--- src/verilog/ecpf_pkg.sv ---
/*
 * Shared constants for the extended-capabilities parallel port data path:
 * register addresses, control register layout, mode codes, link states and timing.
 * Assumes a single 125 MHz system clock.
 */
package ecpf_pkg;
	localparam int unsigned CLK_PERIOD_PS = 8000;
	localparam int unsigned DACK_IDLE_NS = 350;
	localparam int unsigned DACK_IDLE_CYC = (DACK_IDLE_NS * 1000 + CLK_PERIOD_PS - 1) / CLK_PERIOD_PS;
	localparam int unsigned DMA_BURST_MAX = 32;
	localparam int unsigned FIFO_DEPTH = 16;
	localparam int unsigned IRQ_PULSE_CYC = 4;
	localparam int unsigned ADDR_W = 11;
	localparam logic [ADDR_W-1:0] ADDR_CMD_FIFO = 11'h000;
	localparam logic [ADDR_W-1:0] ADDR_DATA_FIFO = 11'h400;
	localparam logic [ADDR_W-1:0] ADDR_CTRL = 11'h402;
	localparam logic [2:0] MODE_STD = 3'h0;
	localparam logic [2:0] MODE_PS2 = 3'h1;
	localparam logic [2:0] MODE_FIFO = 3'h2;
	localparam logic [2:0] MODE_ECP = 3'h3;
	localparam logic [2:0] MODE_TEST = 3'h6;
	localparam int unsigned CTL_MODE_LSB = 5;
	localparam int unsigned CTL_FAULT_EN_BIT = 4;
	localparam int unsigned CTL_DMA_EN_BIT = 3;
	localparam int unsigned CTL_SID_BIT = 2;
	localparam int unsigned CTL_FULL_BIT = 1;
	localparam int unsigned CTL_EMPTY_BIT = 0;
	localparam int unsigned CMD_KIND_BIT = 7;
	localparam logic [2:0] MODE_RST = MODE_STD;
	localparam logic SID_RST = 1'b1;
	localparam logic DMA_EN_RST = 1'b0;
	localparam logic FAULT_EN_LOW_RST = 1'b1;
	localparam int unsigned PIN_STROBE = 0;
	localparam int unsigned PIN_AUTOFD = 1;
	localparam int unsigned PIN_INIT = 2;
	localparam int unsigned PIN_SELIN = 3;
	typedef enum logic [2:0] {
		LNK_IDLE,
		LNK_FWD_STB,
		LNK_FWD_REL,
		LNK_REV_RDY,
		LNK_REV_RPT,
		LNK_REV_REL
	} ecpf_link_t;
endpackage : ecpf_pkg

--- src/verilog/ecpf_fifo.sv ---
/*
 * Shared port FIFO: byte plus a command tag bit, occupancy count, full and empty.
 * Assumes callers never push when full or pop when empty; such requests are ignored.
 */
module ecpf_fifo #(
	parameter int unsigned WIDTH = 9,
	parameter int unsigned DEPTH = ecpf_pkg::FIFO_DEPTH
) (
	input wire logic clk_sys_i, // system clock
	input wire logic sys_rst_i, // synchronous reset, high
	input wire logic flush_i, // empties the FIFO
	input wire logic push_i, // write strobe
	input wire logic [WIDTH-1:0] push_data_i, // write data
	input wire logic pop_i, // read strobe
	output logic [WIDTH-1:0] head_o, // oldest entry
	output logic [$clog2(DEPTH+1)-1:0] count_o, // occupancy
	output logic full_o, // no free entry
	output logic empty_o // no entry
);
	import ecpf_pkg::*;
	localparam int unsigned AW = $clog2(DEPTH);
	localparam int unsigned CW = $clog2(DEPTH + 1);

	logic [WIDTH-1:0] mem_q [DEPTH];
	logic [AW-1:0] wp_q, wp_d, rp_q, rp_d;
	logic [CW-1:0] cnt_q, cnt_d;
	logic do_push, do_pop;

	assign do_push = push_i && !full_o;
	assign do_pop = pop_i && !empty_o;
	assign full_o = (cnt_q == CW'(DEPTH));
	assign empty_o = (cnt_q == '0);
	assign count_o = cnt_q;
	assign head_o = mem_q[rp_q];

	always_comb begin
		wp_d = wp_q;
		rp_d = rp_q;
		cnt_d = cnt_q;
		if (flush_i) begin
			wp_d = '0;
			rp_d = '0;
			cnt_d = '0;
		end else begin
			if (do_push) begin
				wp_d = (wp_q == AW'(DEPTH - 1)) ? '0 : wp_q + 1'b1;
			end
			if (do_pop) begin
				rp_d = (rp_q == AW'(DEPTH - 1)) ? '0 : rp_q + 1'b1;
			end
			cnt_d = cnt_q + CW'(do_push) - CW'(do_pop);
		end
	end

	always_ff @(posedge clk_sys_i) begin
		if (sys_rst_i) begin
			wp_q <= '0;
			rp_q <= '0;
			cnt_q <= '0;
		end else begin
			wp_q <= wp_d;
			rp_q <= rp_d;
			cnt_q <= cnt_d;
		end
		if (do_push && !flush_i) begin
			mem_q[wp_q] <= push_data_i;
		end
	end
endmodule : ecpf_fifo

--- src/verilog/ecpf_irq_pulse.sv ---
/*
 * Shareable interrupt line driver: a short low pulse per event, then released.
 * Assumes an external pull-up holds the shared line high while released.
 */
module ecpf_irq_pulse #(
	parameter int unsigned PULSE = ecpf_pkg::IRQ_PULSE_CYC
) (
	input wire logic clk_sys_i, // system clock
	input wire logic sys_rst_i, // synchronous reset, high
	input wire logic trig_i, // one-cycle interrupt event
	output logic line_o, // driven level, always low
	output logic line_oe_o // high while pulling the line low
);
	import ecpf_pkg::*;
	localparam int unsigned PW = $clog2(PULSE + 1);

	logic [PW-1:0] cnt_q, cnt_d;

	always_comb begin
		cnt_d = cnt_q;
		if (trig_i) begin
			cnt_d = PW'(PULSE);
		end else if (cnt_q != '0) begin
			cnt_d = cnt_q - 1'b1;
		end
	end

	always_ff @(posedge clk_sys_i) begin
		if (sys_rst_i) begin
			cnt_q <= '0;
		end else begin
			cnt_q <= cnt_d;
		end
	end

	// The line is never driven high, so other sources can share it.
	assign line_o = 1'b0;
	assign line_oe_o = (cnt_q != '0);
endmodule : ecpf_irq_pulse

--- src/verilog/ecpf_port.sv ---
/*
 * ECP parallel port data path: FIFO ports at their I/O addresses, control register,
 * forward and reverse link handshake with run-length expansion, DMA request with
 * burst limit and terminal count, and the pulsed shareable service interrupt.
 * Assumes all inputs are synchronous to clk_sys_i and I/O strobes last one cycle.
 */
// Contract
// - Forward HostAck high data, low command.
// - Command bit 7 picks run-length or channel.
// - Reverse PeriphAck high data, low command.
// - Run-length count n yields n+1 bytes.
// - Control drivers open-collector only in standard mode.
// - Disable bit blocks DMA requests and the service and terminal count interrupts.
// - Clearing disable with condition pending interrupts immediately.
// - Interrupt is brief low pulse, then released.
// - Terminal count interrupts when DMA enabled.
// - Forward PIO interrupts on enough free bytes.
// - Reverse PIO interrupts on enough held bytes.
// - Fault falling edge or enable clear interrupts.
// - Acknowledge rising edge interrupts when enabled.
// - FIFO idle after reset, used in FIFO modes.
// - Threshold is field plus one, sixteen acts fifteen.
// - Terminal count sets the disable bit itself.
// - Request at most 32 transfers, then 350 ns gap.
// - Acknowledge selects FIFO directly, single byte transfers.
// - Reverse request drops on empty or terminal count.
// - Request returns with data, after TC re-enable too.
// - Mode 011, and mode 010 in forward only, start automatic FIFO handshake.
module ecpf_port (
	input wire logic clk_sys_i, // system clock, 125 MHz
	input wire logic sys_rst_i, // synchronous reset, high
	input wire logic [ecpf_pkg::ADDR_W-1:0] io_addr_i, // I/O address
	input wire logic io_wr_i, // I/O or DMA write strobe
	input wire logic io_rd_i, // I/O or DMA read strobe
	input wire logic [7:0] io_wdata_i, // write data
	output logic [7:0] io_rdata_o, // read data, valid the cycle after the strobe
	output logic port_xfer_request_o, // DMA request
	input wire logic port_xfer_acknowledge_low_i, // DMA acknowledge, low active
	input wire logic dma_tc_i, // DMA terminal count
	output logic port_irq_line_o, // interrupt line level
	output logic port_irq_line_oe_o, // interrupt line enable
	input wire logic direction_i, // 0 forward, 1 reverse
	input wire logic [3:0] fifo_level_setting_i, // threshold field
	input wire logic acknowledge_irq_enable_i, // nAck rising-edge interrupt enable
	input wire logic [3:0] ctl_manual_i, // control pin levels in modes 000 and 001
	input wire logic [7:0] pd_i, // data pins in
	output logic [7:0] pd_o, // data pins out
	output logic pd_oe_o, // data pins enable
	output logic [3:0] ctl_n_o, // strobe, autofd, init, selectin levels
	output logic [3:0] ctl_n_oe_o, // control pin enables
	input wire logic ack_n_i, // nAck, peripheral clock in ECP
	input wire logic busy_i, // busy, peripheral acknowledge in ECP
	input wire logic fault_n_i // nFault
);
	import ecpf_pkg::*;
	localparam int unsigned CW = $clog2(FIFO_DEPTH + 1);
	localparam int unsigned BW = $clog2(DMA_BURST_MAX + 1);
	localparam int unsigned IW = $clog2(DACK_IDLE_CYC + 1);

	logic [2:0] mode_q, mode_d;
	logic sid_q, sid_d, dma_en_q, dma_en_d, fault_en_low_q, fault_en_low_d;
	logic [7:0] rdata_q, rdata_d;
	logic fault_prev_q, ack_prev_q;
	ecpf_link_t lnk_q, lnk_d;
	logic [7:0] out_q, out_d;
	logic hack_q, hack_d, stb_q, stb_d;
	logic [6:0] rle_q, rle_d, rpt_q, rpt_d;
	logic [BW-1:0] burst_q, burst_d;
	logic [IW-1:0] idle_q, idle_d;
	logic hold_q, hold_d;

	logic [8:0] head, push_data;
	logic [CW-1:0] count;
	logic full, empty, push, pop, flush;
	logic lpush, lpop;
	logic [8:0] lpush_data;
	logic dack, xfer, io_wr, io_rd, link_on, fifo_mode, dma_want;
	logic [CW-1:0] thr, free;
	logic svc_cond, svc_event, tc_event, fault_event, ack_event, irq_trig;
	logic [3:0] lvl;

	assign dack = !port_xfer_acknowledge_low_i;
	// The acknowledge alone selects the FIFO; the address is not looked at.
	assign xfer = dack && (io_rd_i || io_wr_i);
	assign io_wr = !dack && io_wr_i;
	assign io_rd = !dack && io_rd_i;
	assign fifo_mode = (mode_q == MODE_FIFO) || (mode_q == MODE_ECP);
	assign link_on = (mode_q == MODE_ECP) || ((mode_q == MODE_FIFO) && !direction_i);
	assign flush = (mode_q == MODE_STD);

	ecpf_fifo #(
		.WIDTH(9),
		.DEPTH(FIFO_DEPTH)
	) u_fifo (
		.clk_sys_i(clk_sys_i),
		.sys_rst_i(sys_rst_i),
		.flush_i(flush),
		.push_i(push),
		.push_data_i(push_data),
		.pop_i(pop),
		.head_o(head),
		.count_o(count),
		.full_o(full),
		.empty_o(empty)
	);

	// Host side FIFO traffic; the tag bit marks a command byte.
	always_comb begin
		push = 1'b0;
		push_data = {1'b0, io_wdata_i};
		pop = lpop;
		if (lpush) begin
			push = 1'b1;
			push_data = lpush_data;
		end else if (xfer && io_wr_i) begin
			push = 1'b1;
		end else if (io_wr && (io_addr_i == ADDR_CMD_FIFO) && (mode_q == MODE_ECP)
				&& !direction_i) begin
			push = 1'b1;
			push_data = {1'b1, io_wdata_i};
		end else if (io_wr && (io_addr_i == ADDR_DATA_FIFO)
				&& ((fifo_mode && !direction_i) || (mode_q == MODE_TEST))) begin
			push = 1'b1;
		end
		if ((xfer && io_rd_i) || (io_rd && (io_addr_i == ADDR_DATA_FIFO)
				&& ((fifo_mode && direction_i) || (mode_q == MODE_TEST)))) begin
			pop = 1'b1;
		end
	end

	// Link handshake: forward drains the FIFO, reverse fills it with run-length expansion.
	always_comb begin
		lnk_d = lnk_q;
		out_d = out_q;
		hack_d = hack_q;
		stb_d = stb_q;
		rle_d = rle_q;
		rpt_d = rpt_q;
		lpush = 1'b0;
		lpop = 1'b0;
		lpush_data = {1'b0, out_q};
		if (!link_on) begin
			lnk_d = LNK_IDLE;
			stb_d = 1'b1;
			hack_d = 1'b1;
		end else begin
			case (lnk_q)
				LNK_IDLE: begin
					if (!direction_i && !empty) begin
						out_d = head[7:0];
						hack_d = !head[8];
						stb_d = 1'b0;
						lpop = 1'b1;
						lnk_d = LNK_FWD_STB;
					end else if (direction_i && !full) begin
						hack_d = 1'b0;
						lnk_d = LNK_REV_RDY;
					end
				end
				LNK_FWD_STB: begin
					if (busy_i) begin
						stb_d = 1'b1;
						lnk_d = LNK_FWD_REL;
					end
				end
				LNK_FWD_REL: begin
					if (!busy_i) begin
						lnk_d = LNK_IDLE;
					end
				end
				LNK_REV_RDY: begin
					if (!ack_n_i) begin
						hack_d = 1'b1;
						out_d = pd_i;
						if (busy_i) begin
							lpush = 1'b1;
							lpush_data = {1'b0, pd_i};
							rpt_d = rle_q;
							rle_d = '0;
							lnk_d = (rle_q != '0) ? LNK_REV_RPT : LNK_REV_REL;
						end else begin
							// Reverse channel addresses are not supported and are dropped.
							if (!pd_i[CMD_KIND_BIT]) begin
								rle_d = pd_i[6:0];
							end
							lnk_d = LNK_REV_REL;
						end
					end
				end
				LNK_REV_RPT: begin
					if (!full) begin
						lpush = 1'b1;
						rpt_d = rpt_q - 1'b1;
						if (rpt_q == 7'h01) begin
							lnk_d = LNK_REV_REL;
						end
					end
				end
				LNK_REV_REL: begin
					if (ack_n_i) begin
						lnk_d = LNK_IDLE;
					end
				end
				default: begin
					lnk_d = LNK_IDLE;
				end
			endcase
		end
	end

	// Threshold and service condition.
	always_comb begin
		thr = CW'(fifo_level_setting_i) + 1'b1;
		if (thr == CW'(FIFO_DEPTH)) begin
			thr = CW'(FIFO_DEPTH - 1);
		end
		free = CW'(FIFO_DEPTH) - count;
		svc_cond = fifo_mode && !dma_en_q
			&& (direction_i ? (count >= thr) : (free >= thr));
	end

	// A pending condition fires as soon as the disable bit reads 0.
	assign svc_event = !sid_q && svc_cond;
	assign tc_event = xfer && dma_tc_i && dma_en_q && !sid_q;
	assign fault_event = !fault_n_i && ((!fault_en_low_q && fault_prev_q)
		|| (fault_en_low_q && !fault_en_low_d));
	assign ack_event = acknowledge_irq_enable_i && !ack_prev_q && ack_n_i;
	assign irq_trig = svc_event || tc_event || fault_event || ack_event;

	ecpf_irq_pulse #(
		.PULSE(IRQ_PULSE_CYC)
	) u_irq (
		.clk_sys_i(clk_sys_i),
		.sys_rst_i(sys_rst_i),
		.trig_i(irq_trig),
		.line_o(port_irq_line_o),
		.line_oe_o(port_irq_line_oe_o)
	);

	// DMA request; dropped combinationally on the strobe of the last byte.
	assign dma_want = fifo_mode && dma_en_q && !sid_q && (direction_i ? !empty : !full);
	assign port_xfer_request_o = dma_want && !hold_q && !(dack && dma_tc_i)
		&& !(xfer && (direction_i ? (count == CW'(1)) : (count == CW'(FIFO_DEPTH - 1))));

	// Control register, burst limit and read data.
	always_comb begin
		mode_d = mode_q;
		dma_en_d = dma_en_q;
		sid_d = sid_q;
		fault_en_low_d = fault_en_low_q;
		rdata_d = rdata_q;
		burst_d = burst_q;
		idle_d = idle_q;
		hold_d = hold_q;
		if (io_wr && (io_addr_i == ADDR_CTRL)) begin
			// Extended modes may only return to 000 or 001.
			if ((mode_q == MODE_STD) || (mode_q == MODE_PS2)
					|| (io_wdata_i[CTL_MODE_LSB +: 3] == MODE_STD)
					|| (io_wdata_i[CTL_MODE_LSB +: 3] == MODE_PS2)) begin
				mode_d = io_wdata_i[CTL_MODE_LSB +: 3];
			end
			fault_en_low_d = io_wdata_i[CTL_FAULT_EN_BIT];
			dma_en_d = io_wdata_i[CTL_DMA_EN_BIT];
			sid_d = io_wdata_i[CTL_SID_BIT];
		end
		if (svc_event || tc_event) begin
			sid_d = 1'b1;
		end
		if (io_rd) begin
			rdata_d = '0;
			if (io_addr_i == ADDR_DATA_FIFO) begin
				rdata_d = head[7:0];
			end else if (io_addr_i == ADDR_CTRL) begin
				rdata_d = {mode_q, fault_en_low_q, dma_en_q, sid_q, full, empty};
			end
		end else if (xfer && io_rd_i) begin
			rdata_d = head[7:0];
		end
		if (hold_q) begin
			idle_d = dack ? '0 : idle_q + 1'b1;
			if (!dack && (idle_q == IW'(DACK_IDLE_CYC - 1))) begin
				hold_d = 1'b0;
				burst_d = '0;
			end
		end else if (!dma_want) begin
			burst_d = '0;
		end else if (xfer) begin
			burst_d = burst_q + 1'b1;
			if (burst_q == BW'(DMA_BURST_MAX - 1)) begin
				hold_d = 1'b1;
				idle_d = '0;
			end
		end
	end

	always_ff @(posedge clk_sys_i) begin
		if (sys_rst_i) begin
			mode_q <= MODE_RST;
			sid_q <= SID_RST;
			dma_en_q <= DMA_EN_RST;
			fault_en_low_q <= FAULT_EN_LOW_RST;
			rdata_q <= '0;
			fault_prev_q <= 1'b1;
			ack_prev_q <= 1'b1;
			lnk_q <= LNK_IDLE;
			out_q <= '0;
			hack_q <= 1'b1;
			stb_q <= 1'b1;
			rle_q <= '0;
			rpt_q <= '0;
			burst_q <= '0;
			idle_q <= '0;
			hold_q <= 1'b0;
		end else begin
			mode_q <= mode_d;
			sid_q <= sid_d;
			dma_en_q <= dma_en_d;
			fault_en_low_q <= fault_en_low_d;
			rdata_q <= rdata_d;
			fault_prev_q <= fault_n_i;
			ack_prev_q <= ack_n_i;
			lnk_q <= lnk_d;
			out_q <= out_d;
			hack_q <= hack_d;
			stb_q <= stb_d;
			rle_q <= rle_d;
			rpt_q <= rpt_d;
			burst_q <= burst_d;
			idle_q <= idle_d;
			hold_q <= hold_d;
		end
	end

	assign io_rdata_o = rdata_q;
	assign pd_o = out_q;
	assign pd_oe_o = (mode_q == MODE_STD) || !direction_i;
	assign lvl[PIN_STROBE] = link_on ? stb_q : ctl_manual_i[PIN_STROBE];
	assign lvl[PIN_AUTOFD] = link_on ? hack_q : ctl_manual_i[PIN_AUTOFD];
	assign lvl[PIN_INIT] = link_on ? !direction_i : ctl_manual_i[PIN_INIT];
	assign lvl[PIN_SELIN] = link_on ? 1'b1 : ctl_manual_i[PIN_SELIN];

	for (genvar i = 0; i < 4; i++) begin : g_ctl_drv
		assign ctl_n_o[i] = lvl[i];
		// Standard mode only pulls low; the cable pull-up gives the high level.
		assign ctl_n_oe_o[i] = (mode_q == MODE_STD) ? !lvl[i] : 1'b1;
	end
endmodule : ecpf_port
--- config.mk ---
export PLATFORM = sky130hd
export DESIGN_NAME = ecpf_port
export DESIGN_NICKNAME = d
export VERILOG_FILES = /design/src/verilog/ecpf_pkg.sv /design/src/verilog/ecpf_fifo.sv /design/src/verilog/ecpf_irq_pulse.sv /design/src/verilog/ecpf_port.sv
export SDC_FILE = /design/constraint.sdc
export NUM_CORES = 1
export LEC_CHECK = 0
export CAP_MARGIN = 0
export CORE_MARGIN = 10
export CORE_UTILIZATION = 25
export DETAILED_ROUTE_END_ITERATION = 7
export DONT_BUFFER_PORTS = 1
export GPL_TIMING_DRIVEN = 0
export SLEW_MARGIN = 20
export SYNTH_ARGS = -nofsm -noshare
export SYNTH_HDL_FRONTEND = slang
export SYNTH_SLANG_ARGS = --single-unit
export TNS_END_PERCENT = 100
--- constraint.sdc ---
create_clock -name clk_sys_i -period 9 [get_ports clk_sys_i]
set_clock_uncertainty 0.2 [all_clocks]
set_input_delay 1.35 -clock clk_sys_i [delete_from_list [all_inputs] [get_ports clk_sys_i]]
set_output_delay 1.35 -clock clk_sys_i [all_outputs]
set_load 0.005 [all_outputs]
## After elaboration in Yosys (flattened, before gate mapping)

Memory sizes are Yosys's and may differ from the RTL's. A register that Yosys moved wholly into a read port is not among the register bits.
Cells that the tools add are included.
W data, S select, Z words.

| storage, ports and cells | value |
|---|---|
| register bits after elaboration | 72 |
| memories | 1 |
| word-level logic and storage cells | 257 |
| memory bits (writable) | 144 |
| output and inout bits | 28 |

Memory list:

| memory | depth | width | read ports | clocked after memory_dff | write ports | RTL line | text |
|---|---|---|---|---|---|---|---|
| u_fifo.mem_q | 16 | 9 | 1 | 1 | 1 | ecpf_fifo.sv:24 | `logic [WIDTH-1:0] mem_q [DEPTH];` |

| cells by class | value |
|---|---|
| add/sub/neg operators | 10 |
| muxes and demuxes | 86 |
| reduce and logical (&&, ||, !) cells | 102 |
| magnitude comparators | 2 |
| eq/ne operators | 33 |
| bitwise gates (word level) | 2 |

Operators with widths:

| kind | number |
|---|---|
| $mux W8 | 10 |
| $mux W6 | 9 |
| $logic_and A1 B1 Y1 | 41 |
| $mux W1 | 38 |
| $mux W7 | 5 |
| $mux W3 | 10 |
| $mux W9 | 3 |
| $eq A11 B11 Y1 const B | 2 |
| $logic_not A1 Y1 | 19 |
| $pmux W3 S6 | 1 |
| $mux W4 | 4 |
| $ne A2 B2 Y1 const B | 8 |
| $pmux W8 S2 | 1 |
| $reduce_bool A2 Y1 | 8 |
| $logic_or A1 B1 Y1 | 14 |
| $pmux W7 S2 | 1 |
| $add A6 B1 Y6 const B | 2 |
| $eq A3 B2 Y1 const B | 4 |
| $logic_not A11 Y1 | 1 |
| $eq A5 B5 Y1 const B | 2 |
| $ge A5 B5 Y1 | 2 |
| $eq A3 B1 Y1 const B | 3 |
| $eq A3 B3 Y1 const B | 3 |
| $logic_not A3 Y1 | 3 |
| other kinds (27) | 41 |

## Depth between registers and ports, before layout

| depth | value |
|---|---|
| depth in word-level cells | 13 |
| depth in mapped cells | 17 |

## By module

From an unflattened synthesis, not the netlist that was laid out.

| second synthesis, totals | value |
|---|---|
| cell total of the unflattened synthesis | 792 |
| area total of the unflattened synthesis | 10117.2 um^2 |

Modules (own cells, without submodules):

| module | area each (um^2) | cells an instance | sequential area each (um^2) | instances |
|---|---|---|---|---|
| ecpf_fifo | 6453.7 | 333 | 4664.5 | 1 |
| ecpf_port | 3482.1 | 439 | 1121.1 | 1 |
| ecpf_irq_pulse | 181.4 | 20 | 60.1 | 1 |

## Worst setup path before layout

No wires, ideal clock.

| timing path | value |
|---|---|
| path type | input port to output port |
| from | input direction_i |
| to | output port_xfer_request_o |
| arrival time | 2.467 ns |
| path slack | 4.983 ns |
| stages | 4 |
| cell sequence | clkbuf_1 > or4_1 > a2111oi_0 > nor3_1 |

| between the ends | value |
|---|---|
| word-level cells in the longest chain between the ends | 5 |
| elaborated cells between the ends (all ways) | 8 |
| classes of those cells | mux: 2; reduce/logical: 6 |

RTL lines:

| what | RTL line | text |
|---|---|---|
| start, declared | ecpf_port.sv:42 | `input wire logic direction_i,` |
| $mux W1 | ecpf_port.sv:241 | `assign dma_want = fifo_mode && dma_en_q && !sid_q && (direction_i ? !empty : !full);` |
| $logic_and A1 B1 Y1 | ecpf_port.sv:241 |  |
| $logic_and A1 B1 Y1 (2 in a row) | ecpf_port.sv:242 | `assign port_xfer_request_o = dma_want && !hold_q && !(dack && dma_tc_i)` |
| $logic_and A1 B1 Y1 (*) | ecpf_port.sv:243 | `&& !(xfer && (direction_i ? (count == CW'(1)) : (count == CW'(FIFO_DEPTH - 1))));` |
| end, declared | ecpf_port.sv:37 | `output logic port_xfer_request_o,` |

Every way passes the cells marked *; elsewhere a longest branch is shown, timed or not.

## Worst setup path after layout

| timing path | value |
|---|---|
| from | register u_fifo.cnt_q[1], in the netlist u_fifo.count_o[1] |
| to | output port_xfer_request_o |

| between the ends | value |
|---|---|
| word-level cells in the longest chain between the ends | 7 |
| elaborated cells between the ends (all ways) | 14 |
| classes of those cells | eq/ne: 3; mux: 2; reduce/logical: 9 |

RTL lines:

| what | RTL line | text |
|---|---|---|
| start, declared | ecpf_fifo.sv:26 | `logic [CW-1:0] cnt_q, cnt_d;` |
| start signal, assigned | ecpf_fifo.sv:63 | `cnt_q <= cnt_d;` |
| $eq A5 B5 Y1 or $logic_not A5 Y1 (tied branches) | ecpf_fifo.sv:31, ecpf_fifo.sv:32 |  |
| $logic_not A1 Y1 | ecpf_port.sv:241 |  |
| $mux W1 | ecpf_port.sv:241 |  |
| $logic_and A1 B1 Y1 | ecpf_port.sv:241 |  |
| $logic_and A1 B1 Y1 (2 in a row) | ecpf_port.sv:242 |  |
| $logic_and A1 B1 Y1 (*) | ecpf_port.sv:243 |  |

Marks and branches as above.

==> summary.md <==
| Metric | Value |
|---|---|
| Layout cells sized above 1 | between 10 and 15% |
| Nets@finish | 893 |
| Fin worst setup slack | between 4 and 5 ns |
| R2R Setup Slk | between 4 and 5 ns |
| Largest net degree at the start of global routing | 17 |
| Number of top-level pins | between 70 and 80 |
| Final Hold Vio Count | 0 |
| CTS root buf | clkbuf_16 |
| Critical Path Sink Type | output pin |
| Pre-CTS WS | approximately 4.3 ns |
| Post-CTS sizing | 0 |
| Clock transition at path regs | around 0.060 ns |
| Total wire length | ~25000 um |
| CP max FO | 7 |
| CTS Hold Buffers Added | 0 |
| Total GRT Usage | 10.2% |
| Initial antenna violation count | 1 |
| Final Cycle Share | between 50% and 60% |
| Register bit total from synthesis | 220 |
| Pwr/cell area | between 150 and 200 mW/mm^2 |
| Sequential area share after synthesis | roughly three fifths |
| Cell Area, Synth | between 0.01 and 0.015 sq mm |
| CTS tree | yes |
| Drt via density | 4.84 |
| Core Box Area | ~0.040 sq mm |
| Final Util | between 20% and 30% |
| Die height | between 200 and 250 um |
| Status | completed |
| Library cells used by synthesis | 74 |
| Mapped Avg Cell Area | between 10 and 15 sq um |
| H-tree Lvls | 1 |
| Die area | roughly 0.049 sq mm |
| Max clock buf depth | 3 |
| Setup Fix Bufs, Post-CTS | 0 |
| Relative slew slack | 32.6% |
| WL per Instance | roughly 19 um |
| Synth Flop Type | edfxtp_1 |
| CP arrival | between 3 and 4 ns |
| Post-synth EDFFs | 144 |
| First-pass GRT wire length | between 30000 and 40000 um |
| Max_cap viols | 0 |
| Async S/R FF share, synth | 0% |
| Crit path kind | reg -> out |
| Via count | 6570 |
| Critical path startpoint category | flop |
| Pleak | roughly 3.8 nW |
| Slew @ Worst Pin | approximately 1 ns |
| Cts bufs inserted | 24 |
| Die Wd | roughly 220 um |
| Setup tns final | 0 ns |
| Rows | 73 |
| Worst-Skew Late Latency | roughly 0.52 ns |
| Setup violators final | 0 |
| ANT nets after route | 0 |
| Class of the worst hold path | reg -> reg |
| Final Wtd Congestion | between 0.8 and 0.9 |
| Drt first pass iters | 4 |
| WP data required | 7.45 ns |
| Synth Warn # | 0 |
| Drt initial violations | 500 |
| Worst vdd ir | between 0.1 and 0.15 mV |
| FMAX | around 220 MHz |
| Port-buffer cells | 0 |
| Tmin final | roughly 4.6 ns |
| Total gr overflow | 0 |
| RSZ-0062 raised after global routing | false |
| Mapped Cells | approximately 800 |
| Post-DP Area | roughly 0.011 sq mm |
| Fin. max-slew vios | 0 |
| Cell area after layout | about 0.012 sq mm |
| DRC violations left | 0 |
| Initial Util | 25.2% |
| Vias in the first global route | roughly 6300 |
| CTS Sinks | 220 |
| Synthesized Nets | between 800 and 900 |
| DPL Wire Length | ~19000 um |
| Layout area overhead | 14.7% |
[synthesized netlist by cell type (all sizes together) (3+ instances only)]
| cell | n | area share (%) |
|---|---|---|
| mux2 | 4 | 0.45 |
| a31oi | 4 | 0.25 |
| edfxtp | 144 | 43 |
| and2 | 4 | 0.25 |
| nand2b | 18 | 1.1 |
| ha | 29 | 3.6 |
| o211ai | 3 | 0.22 |
| or4 | 4 | 0.30 |
| clkbuf | 17 | 0.64 |
| nand3b | 3 | 0.22 |
| mux4 | 45 | 10 |
| or3 | 15 | 0.99 |
| nor3 | 22 | 1.1 |
| nand2 | 55 | 2.1 |
| nor2b | 6 | 0.37 |
| nor4 | 7 | 0.56 |
| nand3 | 15 | 0.75 |
| nor2 | 78 | 2.9 |
| inv | 31 | 1.2 |
| mux2i | 26 | 2.6 |
| xnor2 | 6 | 0.52 |
| a22oi | 17 | 1.3 |
| buf | 16 | 1.0 |
| a21oi | 31 | 1.7 |
| and3 | 7 | 0.44 |
| or2 | 4 | 0.25 |
| o21ai | 38 | 1.9 |
| nand4 | 4 | 0.25 |
| a211oi | 12 | 0.90 |
| dfxtp | 76 | 15 |
| xor2 | 3 | 0.26 |
[layout make-up]
type                    instances  area [sq um]
fillers                      4032         28200
flip-flops and latches        220          5850
multi-input cells             500          3930
well taps                     525           657
clock buffers                  30           633
plain buffers                  33           168
inverters                      31           116
clock inverters                10           106
repair buffers                  7          52.6
diodes                          1          2.50
[logic make-up (layout without fill, tap and decap cells)]
kind of cell,count (synthesis),in the layout,synth area share (%)
AO/OA/AOI/OAI,135,135,8.79
XOR/XNOR,9,9,0.786
adder cells (fa/ha/maj),31,31,3.92
buffers and inverters,64,111,2.83
flip-flops,220,220,58.3
multiplexers,75,75,13.1
other,1,2,0.0374
AND/OR/NAND/NOR,249,249,12.2
[cell usage in the layout, fill, tap and decap left out, types with 6 or more instances in the layout]
| cell type | n |
|---|---|
| a211oi_1 | 12 |
| a21oi_1 | 30 |
| a22oi_1 | 17 |
| and3_1 | 7 |
| buf_2 | 8 |
| buf_4 | 8 |
| clkbuf_1 | 22 |
| clkbuf_16 | 24 |
| dfxtp_1 | 76 |
| edfxtp_1 | 144 |
| ha_1 | 29 |
| inv_1 | 30 |
| mux2i_1 | 26 |
| mux4_2 | 45 |
| nand2_1 | 55 |
| nand2b_1 | 18 |
| nand3_1 | 15 |
| nor2_1 | 77 |
| nor2b_1 | 6 |
| nor3_1 | 18 |
| o21ai_0 | 28 |
| o21ai_1 | 7 |
| or3_1 | 14 |
| xnor2_1 | 6 |
[final timing paths]
path,startpoint,cells after the start,to
setup reg to reg,u_fifo.count_o[1],11,u_fifo.mem_q[15][8]
hold reg to reg,rpt_q[1],2,rpt_q[1]
hold / removal,rpt_q[1],2,rpt_q[1]
setup / recovery,u_fifo.count_o[1],7,port_xfer_request_o
[metrics by stage]
| stage | instances | hold slack [ns] | power [W] |
|---|---|---|---|
| floorplan | 784 | 0.245 | 0.00115 |
| global placement | 1309 | 0.264 | 0.00116 |
| detailed placement | 1316 | 0.267 | 0.00117 |
| CTS | 1356 | 0.275 | 0.00210 |
| global route | 1357 | 0.322 | 0.00215 |
| finish | 1357 | 0.276 | 0.00208 |
[metal layers]
layer  vias to the layer above  track usage (%)  part of all wire (%)
met5                         -                0                 0.051
met4                         2             1.85                   1.4
met3                        29             2.20                   7.2
met2                       192             17.4                    48
met1                      3309             13.2                    43
li1                       3038                -                     -
[worst max-delay path, stage by stage, from the launching register on]
cell     delay (ns)
dfxtp_1        0.41
inv_1          0.15
ha_1           0.23
and2_1         0.17
ha_1           0.31
mux2_1         0.35
or4_1          0.53
nor3_1         0.40
[report_power, final]
group	internal, W	leakage (nW)	switching, W	total, W
clock	0.000552	0.362	0.000385	0.000937
sequential	0.00108	1.95	0.00000371	0.00108
combinational	0.0000218	1.44	0.0000402	0.0000620
[flip-flops by register name, summed over array words and instances (netlist names), named ones only]
name,flops
idle_q,6
lnk_q,3
stb_q,1
sid_q,1
ack_prev_q,1
rle_q,7
hack_q,1
fault_prev_q,1
dma_en_q,1
u_fifo.rp_q,4
hold_q,1
fault_en_low_q,1
pd_o,8
mode_q,3
u_irq.cnt_q,3
io_rdata_o,8
u_fifo.count_o,5
u_fifo.mem_q,144
rpt_q,7
burst_q,6
u_fifo.wp_q,4
(Power assumes the default switching activity.)
